## src/gpr_pkg.sv

```systemverilog
// gpr_pkg: constants and types for the power-up pin settings readout block
// assumes: one 50 MHz system clock, a plain register port and a reply byte sink
package gpr_pkg;
  // ----------------------------------------------------------------
  // register map (byte addresses, one word each)
  // ----------------------------------------------------------------
  localparam int          ADDR_W      = 8;
  localparam logic [7:0]  OFF_PINCFG  = 8'h00;  // four pin settings bytes
  localparam logic [7:0]  OFF_CLKDIV  = 8'h04;  // clock output divider
  localparam logic [7:0]  OFF_INTCFG  = 8'h08;  // bit1 negative, bit0 positive edge
  localparam logic [7:0]  OFF_INTFLAG = 8'h0c;  // bit0 flag, write 1 clears
  localparam logic [7:0]  OFF_PININ   = 8'h10;  // synchronised pin levels

  // ----------------------------------------------------------------
  // reply layout
  // ----------------------------------------------------------------
  localparam logic [7:0]  CMD_ECHO    = 8'hb0;
  localparam logic [7:0]  STATUS_OK   = 8'h00;
  localparam logic [7:0]  STRUCT_LEN  = 8'h04;
  localparam logic [5:0]  IDX_ECHO    = 6'h00;
  localparam logic [5:0]  IDX_STATUS  = 6'h01;
  localparam logic [5:0]  IDX_LEN     = 6'h02;
  localparam logic [5:0]  IDX_PIN0    = 6'h04;
  localparam logic [5:0]  IDX_LAST    = 6'h3f;
  localparam int          NUM_PINS    = 4;
  localparam int          CFG_W       = 5;      // bits 4-0 of a settings byte

  // ----------------------------------------------------------------
  // designation codes
  // ----------------------------------------------------------------
  localparam logic [2:0]  DES_GPIO    = 3'h0;
  localparam logic [2:0]  DES_DEDIC   = 3'h1;   // suspend / clock / configured / i2c led
  localparam logic [2:0]  DES_ALT0    = 3'h2;   // rx led / analog inputs
  localparam logic [2:0]  DES_ALT1    = 3'h3;   // tx led / analog outputs
  localparam logic [2:0]  DES_ALT2    = 3'h4;   // interrupt detection

  // bit 4 output level, bit 3 direction (1 input), bits 2-0 designation
  typedef struct packed {
    logic       outVal;
    logic       dirIn;
    logic [2:0] desig;
  } gpr_pin_cfg_t;

  localparam gpr_pin_cfg_t PIN_CFG_RST = 5'h08;  // gpio input, level low

  typedef struct packed {
    logic       valid;
    logic       last;
    logic [5:0] idx;
    logic [7:0] data;
  } gpr_reply_t;

  typedef enum logic {
    ST_IDLE = 1'b0,
    ST_SEND = 1'b1
  } gpr_state_t;
endpackage : gpr_pkg

```

## src/gpr_settings_readout.sv

```systemverilog
// gpr_settings_readout: pin settings store, pin multiplexer and 64-byte reply
// assumes: reqStart comes from same-clock command logic; gpIn comes from pads
//
// Our own choices: the strobed register port and the placing of the registers.
`timescale 1ns/1ps
module gpr_settings_readout #(
  parameter int DIV_W = 5
) (
  input  wire logic                clk_sys,          // 50 MHz system clock
  input  wire logic                rst,              // synchronous, active high
  input  wire logic [7:0]          regAddr,          // register byte address
  input  wire logic [31:0]         regWdata,         // register write data
  input  wire logic                regWr,            // write strobe
  input  wire logic                regRd,            // read strobe
  output      logic [31:0]         regRdata,         // read data, cycle after strobe
  input  wire logic                reqStart,         // host read request pulse
  output      gpr_pkg::gpr_reply_t reply,            // reply byte stream
  input  wire logic [3:0]          gpIn,             // pad levels
  output      logic [3:0]          gpOut,            // pad drive levels
  output      logic [3:0]          gpOe,             // pad drive enables
  input  wire logic                suspendIndicator, // suspend state
  input  wire logic                rxActivityLed,    // rx activity
  input  wire logic                txActivityLed,    // tx activity
  input  wire logic                usbConfigured,    // enumeration done
  input  wire logic                i2cActivityLed,   // i2c activity
  output      logic [2:0]          analogInSel,      // pins 1..3 routed to converter inputs
  output      logic [1:0]          analogOutSel      // pins 2..3 routed to converter outputs
);
  // ----------------------------------------------------------------
  // parameter check
  // ----------------------------------------------------------------
  if (DIV_W < 1 || DIV_W > 8) begin : g_bad_div
    $error("DIV_W must be 1 to 8");
  end

  // ----------------------------------------------------------------
  // register file
  // ----------------------------------------------------------------
  gpr_pkg::gpr_pin_cfg_t [3:0] cfg_q, cfg_d;
  logic [DIV_W-1:0]            div_q, div_d;
  logic [1:0]                  edgeEn_q, edgeEn_d;
  logic                        flag_q, flag_d;
  logic [31:0]                 rdata_q, rdata_d;
  logic [3:0]                  sync2_q;
  logic                        intEvent;

  // writes decode first, the edge event last so a set beats a same-cycle clear
  always_comb begin
    cfg_d    = cfg_q;
    div_d    = div_q;
    edgeEn_d = edgeEn_q;
    flag_d   = flag_q;
    rdata_d  = 32'h0;
    if (regWr) begin
      if (regAddr == gpr_pkg::OFF_PINCFG) begin
        for (int i = 0; i < gpr_pkg::NUM_PINS; i++) begin
          cfg_d[i] = regWdata[8*i +: gpr_pkg::CFG_W];
        end
      end else if (regAddr == gpr_pkg::OFF_CLKDIV) begin
        div_d = regWdata[DIV_W-1:0];
      end else if (regAddr == gpr_pkg::OFF_INTCFG) begin
        edgeEn_d = regWdata[1:0];
      end else if (regAddr == gpr_pkg::OFF_INTFLAG && regWdata[0]) begin
        flag_d = 1'b0;
      end
    end
    if (intEvent) begin
      flag_d = 1'b1;
    end
    if (regRd) begin
      if (regAddr == gpr_pkg::OFF_PINCFG) begin
        for (int i = 0; i < gpr_pkg::NUM_PINS; i++) begin
          rdata_d[8*i +: 8] = {3'h0, cfg_q[i]};
        end
      end else if (regAddr == gpr_pkg::OFF_CLKDIV) begin
        rdata_d[DIV_W-1:0] = div_q;
      end else if (regAddr == gpr_pkg::OFF_INTCFG) begin
        rdata_d[1:0] = edgeEn_q;
      end else if (regAddr == gpr_pkg::OFF_INTFLAG) begin
        rdata_d[0] = flag_q;
      end else if (regAddr == gpr_pkg::OFF_PININ) begin
        rdata_d[3:0] = sync2_q;
      end
    end
  end

  // stored settings come back to their defaults on reset
  always_ff @(posedge clk_sys) begin
    if (rst) begin
      cfg_q    <= {gpr_pkg::NUM_PINS{gpr_pkg::PIN_CFG_RST}};
      div_q    <= '0;
      edgeEn_q <= 2'h0;
      flag_q   <= 1'b0;
      rdata_q  <= 32'h0;
    end else begin
      cfg_q    <= cfg_d;
      div_q    <= div_d;
      edgeEn_q <= edgeEn_d;
      flag_q   <= flag_d;
      rdata_q  <= rdata_d;
    end
  end

  assign regRdata = rdata_q;

  // ----------------------------------------------------------------
  // reply sequencer
  // ----------------------------------------------------------------
  gpr_pkg::gpr_state_t state_q, state_d;
  logic [5:0]          idx_q, idx_d;
  gpr_pkg::gpr_reply_t rep_q, rep_d;
  logic [7:0]          replyByte;

  // content is taken live, so a write during a reply shows in later bytes
  always_comb begin
    replyByte = 8'h0;
    if (idx_q == gpr_pkg::IDX_ECHO) begin
      replyByte = gpr_pkg::CMD_ECHO;
    end else if (idx_q == gpr_pkg::IDX_STATUS) begin
      replyByte = gpr_pkg::STATUS_OK;
    end else if (idx_q == gpr_pkg::IDX_LEN) begin
      replyByte = gpr_pkg::STRUCT_LEN;
    end else if (idx_q >= gpr_pkg::IDX_PIN0 && idx_q < 6'h08) begin
      replyByte = {3'h0, cfg_q[idx_q[1:0]]};
    end
  end

  // a request while a reply is running is ignored
  always_comb begin
    state_d = state_q;
    idx_d   = idx_q;
    rep_d   = '0;
    case (state_q)
      gpr_pkg::ST_IDLE: begin
        if (reqStart) begin
          state_d = gpr_pkg::ST_SEND;
          idx_d   = 6'h0;
        end
      end
      gpr_pkg::ST_SEND: begin
        rep_d.valid = 1'b1;
        rep_d.idx   = idx_q;
        rep_d.data  = replyByte;
        rep_d.last  = (idx_q == gpr_pkg::IDX_LAST);
        idx_d       = idx_q + 6'h1;
        if (idx_q == gpr_pkg::IDX_LAST) begin
          state_d = gpr_pkg::ST_IDLE;
        end
      end
      default: state_d = gpr_pkg::ST_IDLE;
    endcase
  end

  always_ff @(posedge clk_sys) begin
    if (rst) begin
      state_q <= gpr_pkg::ST_IDLE;
      idx_q   <= 6'h0;
      rep_q   <= '0;
    end else begin
      state_q <= state_d;
      idx_q   <= idx_d;
      rep_q   <= rep_d;
    end
  end

  assign reply = rep_q;

  // ----------------------------------------------------------------
  // pin multiplexer, clock divider, edge detector
  // ----------------------------------------------------------------
  logic [3:0]       sync1_q, sync1_d, sync2_d, prev_q, prev_d;
  logic [DIV_W-1:0] cnt_q, cnt_d;
  logic             clkOut_q, clkOut_d;
  logic [3:0]       out_q, out_d, oe_q, oe_d;
  logic [2:0]       ain_q, ain_d;
  logic [1:0]       aout_q, aout_d;

  // edge seen on the second synchroniser stage against its own delayed copy
  assign intEvent = (cfg_q[1].desig == gpr_pkg::DES_ALT2) &&
                    ((edgeEn_q[1] && prev_q[1] && !sync2_q[1]) ||
                     (edgeEn_q[0] && !prev_q[1] && sync2_q[1]));

  // analog modes release the pad so the converter owns it
  always_comb begin
    sync1_d  = gpIn;
    sync2_d  = sync1_q;
    prev_d   = sync2_q;
    cnt_d    = (cnt_q == div_q) ? '0 : cnt_q + 1'b1;
    clkOut_d = (cnt_q == div_q) ? !clkOut_q : clkOut_q;
    out_d    = 4'h0;
    oe_d     = 4'h0;
    for (int i = 0; i < gpr_pkg::NUM_PINS; i++) begin
      if (cfg_q[i].desig == gpr_pkg::DES_GPIO && !cfg_q[i].dirIn) begin
        oe_d[i]  = 1'b1;
        out_d[i] = cfg_q[i].outVal;
      end
    end
    case (cfg_q[0].desig)
      gpr_pkg::DES_DEDIC: begin oe_d[0] = 1'b1; out_d[0] = suspendIndicator; end
      gpr_pkg::DES_ALT0:  begin oe_d[0] = 1'b1; out_d[0] = rxActivityLed;    end
      default: ;
    endcase
    case (cfg_q[1].desig)
      gpr_pkg::DES_DEDIC: begin oe_d[1] = 1'b1; out_d[1] = clkOut_q;      end
      gpr_pkg::DES_ALT1:  begin oe_d[1] = 1'b1; out_d[1] = txActivityLed; end
      default: ;
    endcase
    if (cfg_q[2].desig == gpr_pkg::DES_DEDIC) begin
      oe_d[2]  = 1'b1;
      out_d[2] = usbConfigured;
    end
    if (cfg_q[3].desig == gpr_pkg::DES_DEDIC) begin
      oe_d[3]  = 1'b1;
      out_d[3] = i2cActivityLed;
    end
    ain_d  = {cfg_q[3].desig == gpr_pkg::DES_ALT0, cfg_q[2].desig == gpr_pkg::DES_ALT0,
              cfg_q[1].desig == gpr_pkg::DES_ALT0};
    aout_d = {cfg_q[3].desig == gpr_pkg::DES_ALT1, cfg_q[2].desig == gpr_pkg::DES_ALT1};
  end

  always_ff @(posedge clk_sys) begin
    if (rst) begin
      sync1_q  <= 4'h0;
      sync2_q  <= 4'h0;
      prev_q   <= 4'h0;
      cnt_q    <= '0;
      clkOut_q <= 1'b0;
      out_q    <= 4'h0;
      oe_q     <= 4'h0;
      ain_q    <= 3'h0;
      aout_q   <= 2'h0;
    end else begin
      sync1_q  <= sync1_d;
      sync2_q  <= sync2_d;
      prev_q   <= prev_d;
      cnt_q    <= cnt_d;
      clkOut_q <= clkOut_d;
      out_q    <= out_d;
      oe_q     <= oe_d;
      ain_q    <= ain_d;
      aout_q   <= aout_d;
    end
  end

  assign gpOut        = out_q;
  assign gpOe         = oe_q;
  assign analogInSel  = ain_q;
  assign analogOutSel = aout_q;

  for (genvar g = 0; g < gpr_pkg::NUM_PINS; g++) begin : g_chk

  end
endmodule : gpr_settings_readout

```

## config.mk

```make
export PLATFORM = sky130hd
export DESIGN_NAME = gpr_settings_readout
export DESIGN_NICKNAME = d
export VERILOG_FILES = /design/src/gpr_pkg.sv /design/src/gpr_settings_readout.sv
export SDC_FILE = /design/constraint.sdc
export NUM_CORES = 1
export LEC_CHECK = 0
export BUFFER_PORTS_ARGS = -buffer_cell sky130_fd_sc_hd__buf_2
export CORE_ASPECT_RATIO = 0.7
export CORE_MARGIN = 5
export CORE_UTILIZATION = 50
export CTS_BUF_LIST = sky130_fd_sc_hd__clkbuf_8
export DETAILED_ROUTE_END_ITERATION = 12
export HOLD_SLACK_MARGIN = 0.1
export PLACE_DENSITY = 0.87
export SLEW_MARGIN = 40
export SYNTH_ARGS = -nofsm -noshare
export SYNTH_HDL_FRONTEND = slang
export SYNTH_SLANG_ARGS = --single-unit
```

## constraint.sdc

```tcl
create_clock -name clk_sys -period 1.8 [get_ports clk_sys]
set_input_delay 0.18 -clock clk_sys [delete_from_list [all_inputs] [get_ports clk_sys]]
set_output_delay 0.18 -clock clk_sys [all_outputs]
set_load 0.01 [all_outputs]
```

==> results.json <==
{
  "path_clk_slew_ns": 0.10,
  "met2_usage": 0.345,
  "fin_crit_sh": 0.932,
  "synth_seq_area_share": 0.513,
  "initial_core_util": 0.517,
  "synth_top_area_share": 0.513,
  "grt_usage": 0.216,
  "synth_edf_count": 0,
  "min_period_ns": 1.68,
  "final_nets": 550,
  "hold_path.class": "in -> reg",
  "ios": 115,
  "dp_hpwl_um": 6810,
  "hold_depth": 3,
  "die_area_um2": 9440,
  "grt_max_degree": 23,
  "cp_max_fo": 5,
  "synthToLayoutAreaGrowth_pct": 24.5,
  "outcome": "complete, no violations",
  "cts_resized": 0,
  "dp.cells": 555,
  "cts_setup_buffers": 0,
  "vias": 3212,
  "path_class": "reg -> reg",
  "routed_via_density": 5.41,
  "cts_sinks": 97,
  "rows": 26,
  "synth_flop_cell": "dfxtp_1",
  "rsz0062_at_grt": "false",
  "ir_drop_v": 0.000440,
  "p_per_area_nw_per_um2": 841,
  "syn_area_per_cell_um2": 9.88,
  "clk_path_buf_depth": 2,
  "ys_ff_latch": 97,
  "synthMostInstantiatedCell": "dfxtp_1",
  "busiest_layer": "met2",
  "cts-root-buf": "clkbuf_8",
  "finalSetupViolCount": 0,
  "synthArstFlopShare": 0,
  "remaining_drc_errors": 0,
  "placed_area_um2": 4260,
  "place_congestion": 0.848,
  "crit_arrival_ns": 1.92,
  "grt_use_met3": 0.0884,
  "max_clock_freq_mhz": 596,
  "setup-tns-final_ns": 0,
  "antenna_found_initial": 1,
  "routedWlPerCell_um": 16.8,
  "drtPass1Iterations": 5,
  "wl_um": 9980,
  "overflow": 0,
  "reg2reg_depth": 4,
  "syn_area_um2": 3780,
  "cts.htree.levels": 3,
  "diodes": 0,
  "relSlewSlack": 0.483,
  "ys_top_cells_by_area": "dfxtp_1, nand2_1, buf_4, a21oi_1, and2_1",
  "cts_tree": "yes",
  "clock_latency_ns": 0.38,
  "drv_slew": 0,
  "leakagePower_nw": 2.08,
  "drt_iter0_markers": 259,
  "ys.warnings.count": 0,
  "grt_pass1_vias": 3176,
  "synth_cell_type_count": 53,
  "post-route-cell-area_um2": 4710,
  "start_kind": "flop",
  "skew_ns": 0.0118,
  "drv_cap": 0,
  "tightestPinTransition_ns": 0.769,
  "finalPower_mw": 3.96,
  "portBuffers": 89,
  "die_x_um": 114,
  "grt_pass1_wl_um": 15600,
  "drive_gt1_frac": 0.258,
  "die_h_um": 82.8,
  "syn_inst": 383,
  "cts_buffers": 9,
  "hold_viol": 0,
  "hold_buffers": 23,
  "fin_cells": 594,
  "end_kind": "flop",
  "hold_ws_ns": 0.112,
  "post-synth-top-area-cell": "dfxtp_1",
  "cp.required_ns": 2.04,
  "grt_use_met1": 0.256,
  "core-area_um2": 7320,
  "synthTopCellsByCount": "dfxtp_1, nand2_1, nor2_1",
  "ant_nets": 0
}
## worst paths after layout
path         slack [ns]             startpoint               endpoint
min reg2reg        0.45  sync1_q[3]$_SDFF_PP0_   prev_d[3]$_SDFF_PP0_
max reg2reg        0.12    cnt_q[0]$_SDFF_PP0_    cnt_q[2]$_SDFF_PP0_
max                0.12    cnt_q[0]$_SDFF_PP0_    cnt_q[2]$_SDFF_PP0_
min                0.11            regWdata[0]  cfg_q[0]$_SDFFE_PP0P_
## cell usage in the layout (no fill, tap or decap), drive strengths merged, types with 2 or more instances in the layout
cell,synthesis,routed
clkbuf,7,9
nand2b,2,2
ha,5,5
nor3b,4,4
inv,10,14
and3,8,8
buf,26,95
nand3,7,7
nand3b,4,4
a22oi,2,2
nor4b,6,6
xnor2,4,4
a2111oi,4,4
nand2,37,37
mux4,5,5
mux2i,12,12
nand4,2,2
nor4,4,4
nor2b,17,17
and2,20,20
dlygate4sd3,0,23
o311ai,2,2
conb,1,13
xor2,4,4
nor3,11,11
a21oi,25,25
nor2,31,31
o31ai,2,2
a41oi,2,2
o21ai,10,10
dfxtp,97,97
## where the power goes
part	switching [mW]	total (mW)	internal, mW
Clock	0.848	1.54	0.687
Combinational	0.128	0.243	0.116
Sequential	0.0188	2.18	2.16
## metal layers
layer,part of all wire,vias up
met4,0.042,2
met1,0.39,1483
met5,0.0011,-
met2,0.46,177
met3,0.11,47
li1,-,1503
## area by class of cell
class,count,area [um2]
fill,570,2610
sequential,97,1940
multi-input combinational,255,1660
timing repair buffer,118,733
clock buffer,9,124
tap,98,123
clock inverter,7,96.3
inverter,10,37.5
## critical path: stages, from the launching register on
cell     delay [ns]
dfxtp_1        0.45
xnor2_2        0.14
nand3_1        0.13
o31ai_1        0.70
nor2_1         0.12
## state kept, by name, summed over array words and instances (netlist names), 5 cells and up
signal / flops
cfg_q: 20
regRdata: 20
reply: 14
idx_q: 6
cnt_q: 5
div_q: 5
## logic make-up (layout without fill, tap and decap cells)
family | after synthesis | after routing | synth area share
xor+xnor | 8 | 8 | 0.0205
mux | 17 | 17 | 0.0615
buf+inv | 43 | 144 | 0.0615
other cells | 1 | 13 | 0.000991
simple gates | 158 | 158 | 0.236
flops | 97 | 97 | 0.513
fa+ha+maj | 5 | 5 | 0.0165
compound gates | 54 | 54 | 0.0899
## per-stage QoR
step / util / worst slack (ns)
4_1_cts: 0.644 / 0.217
3_3_place_gp: 0.582 / 0.319
6_report: 0.644 / 0.122
2_1_floorplan: - / 0.427
3_5_place_dp: 0.582 / 0.253
5_1_grt: 0.644 / 0.0105
Note: power is estimated with default switching activity, not from simulation.
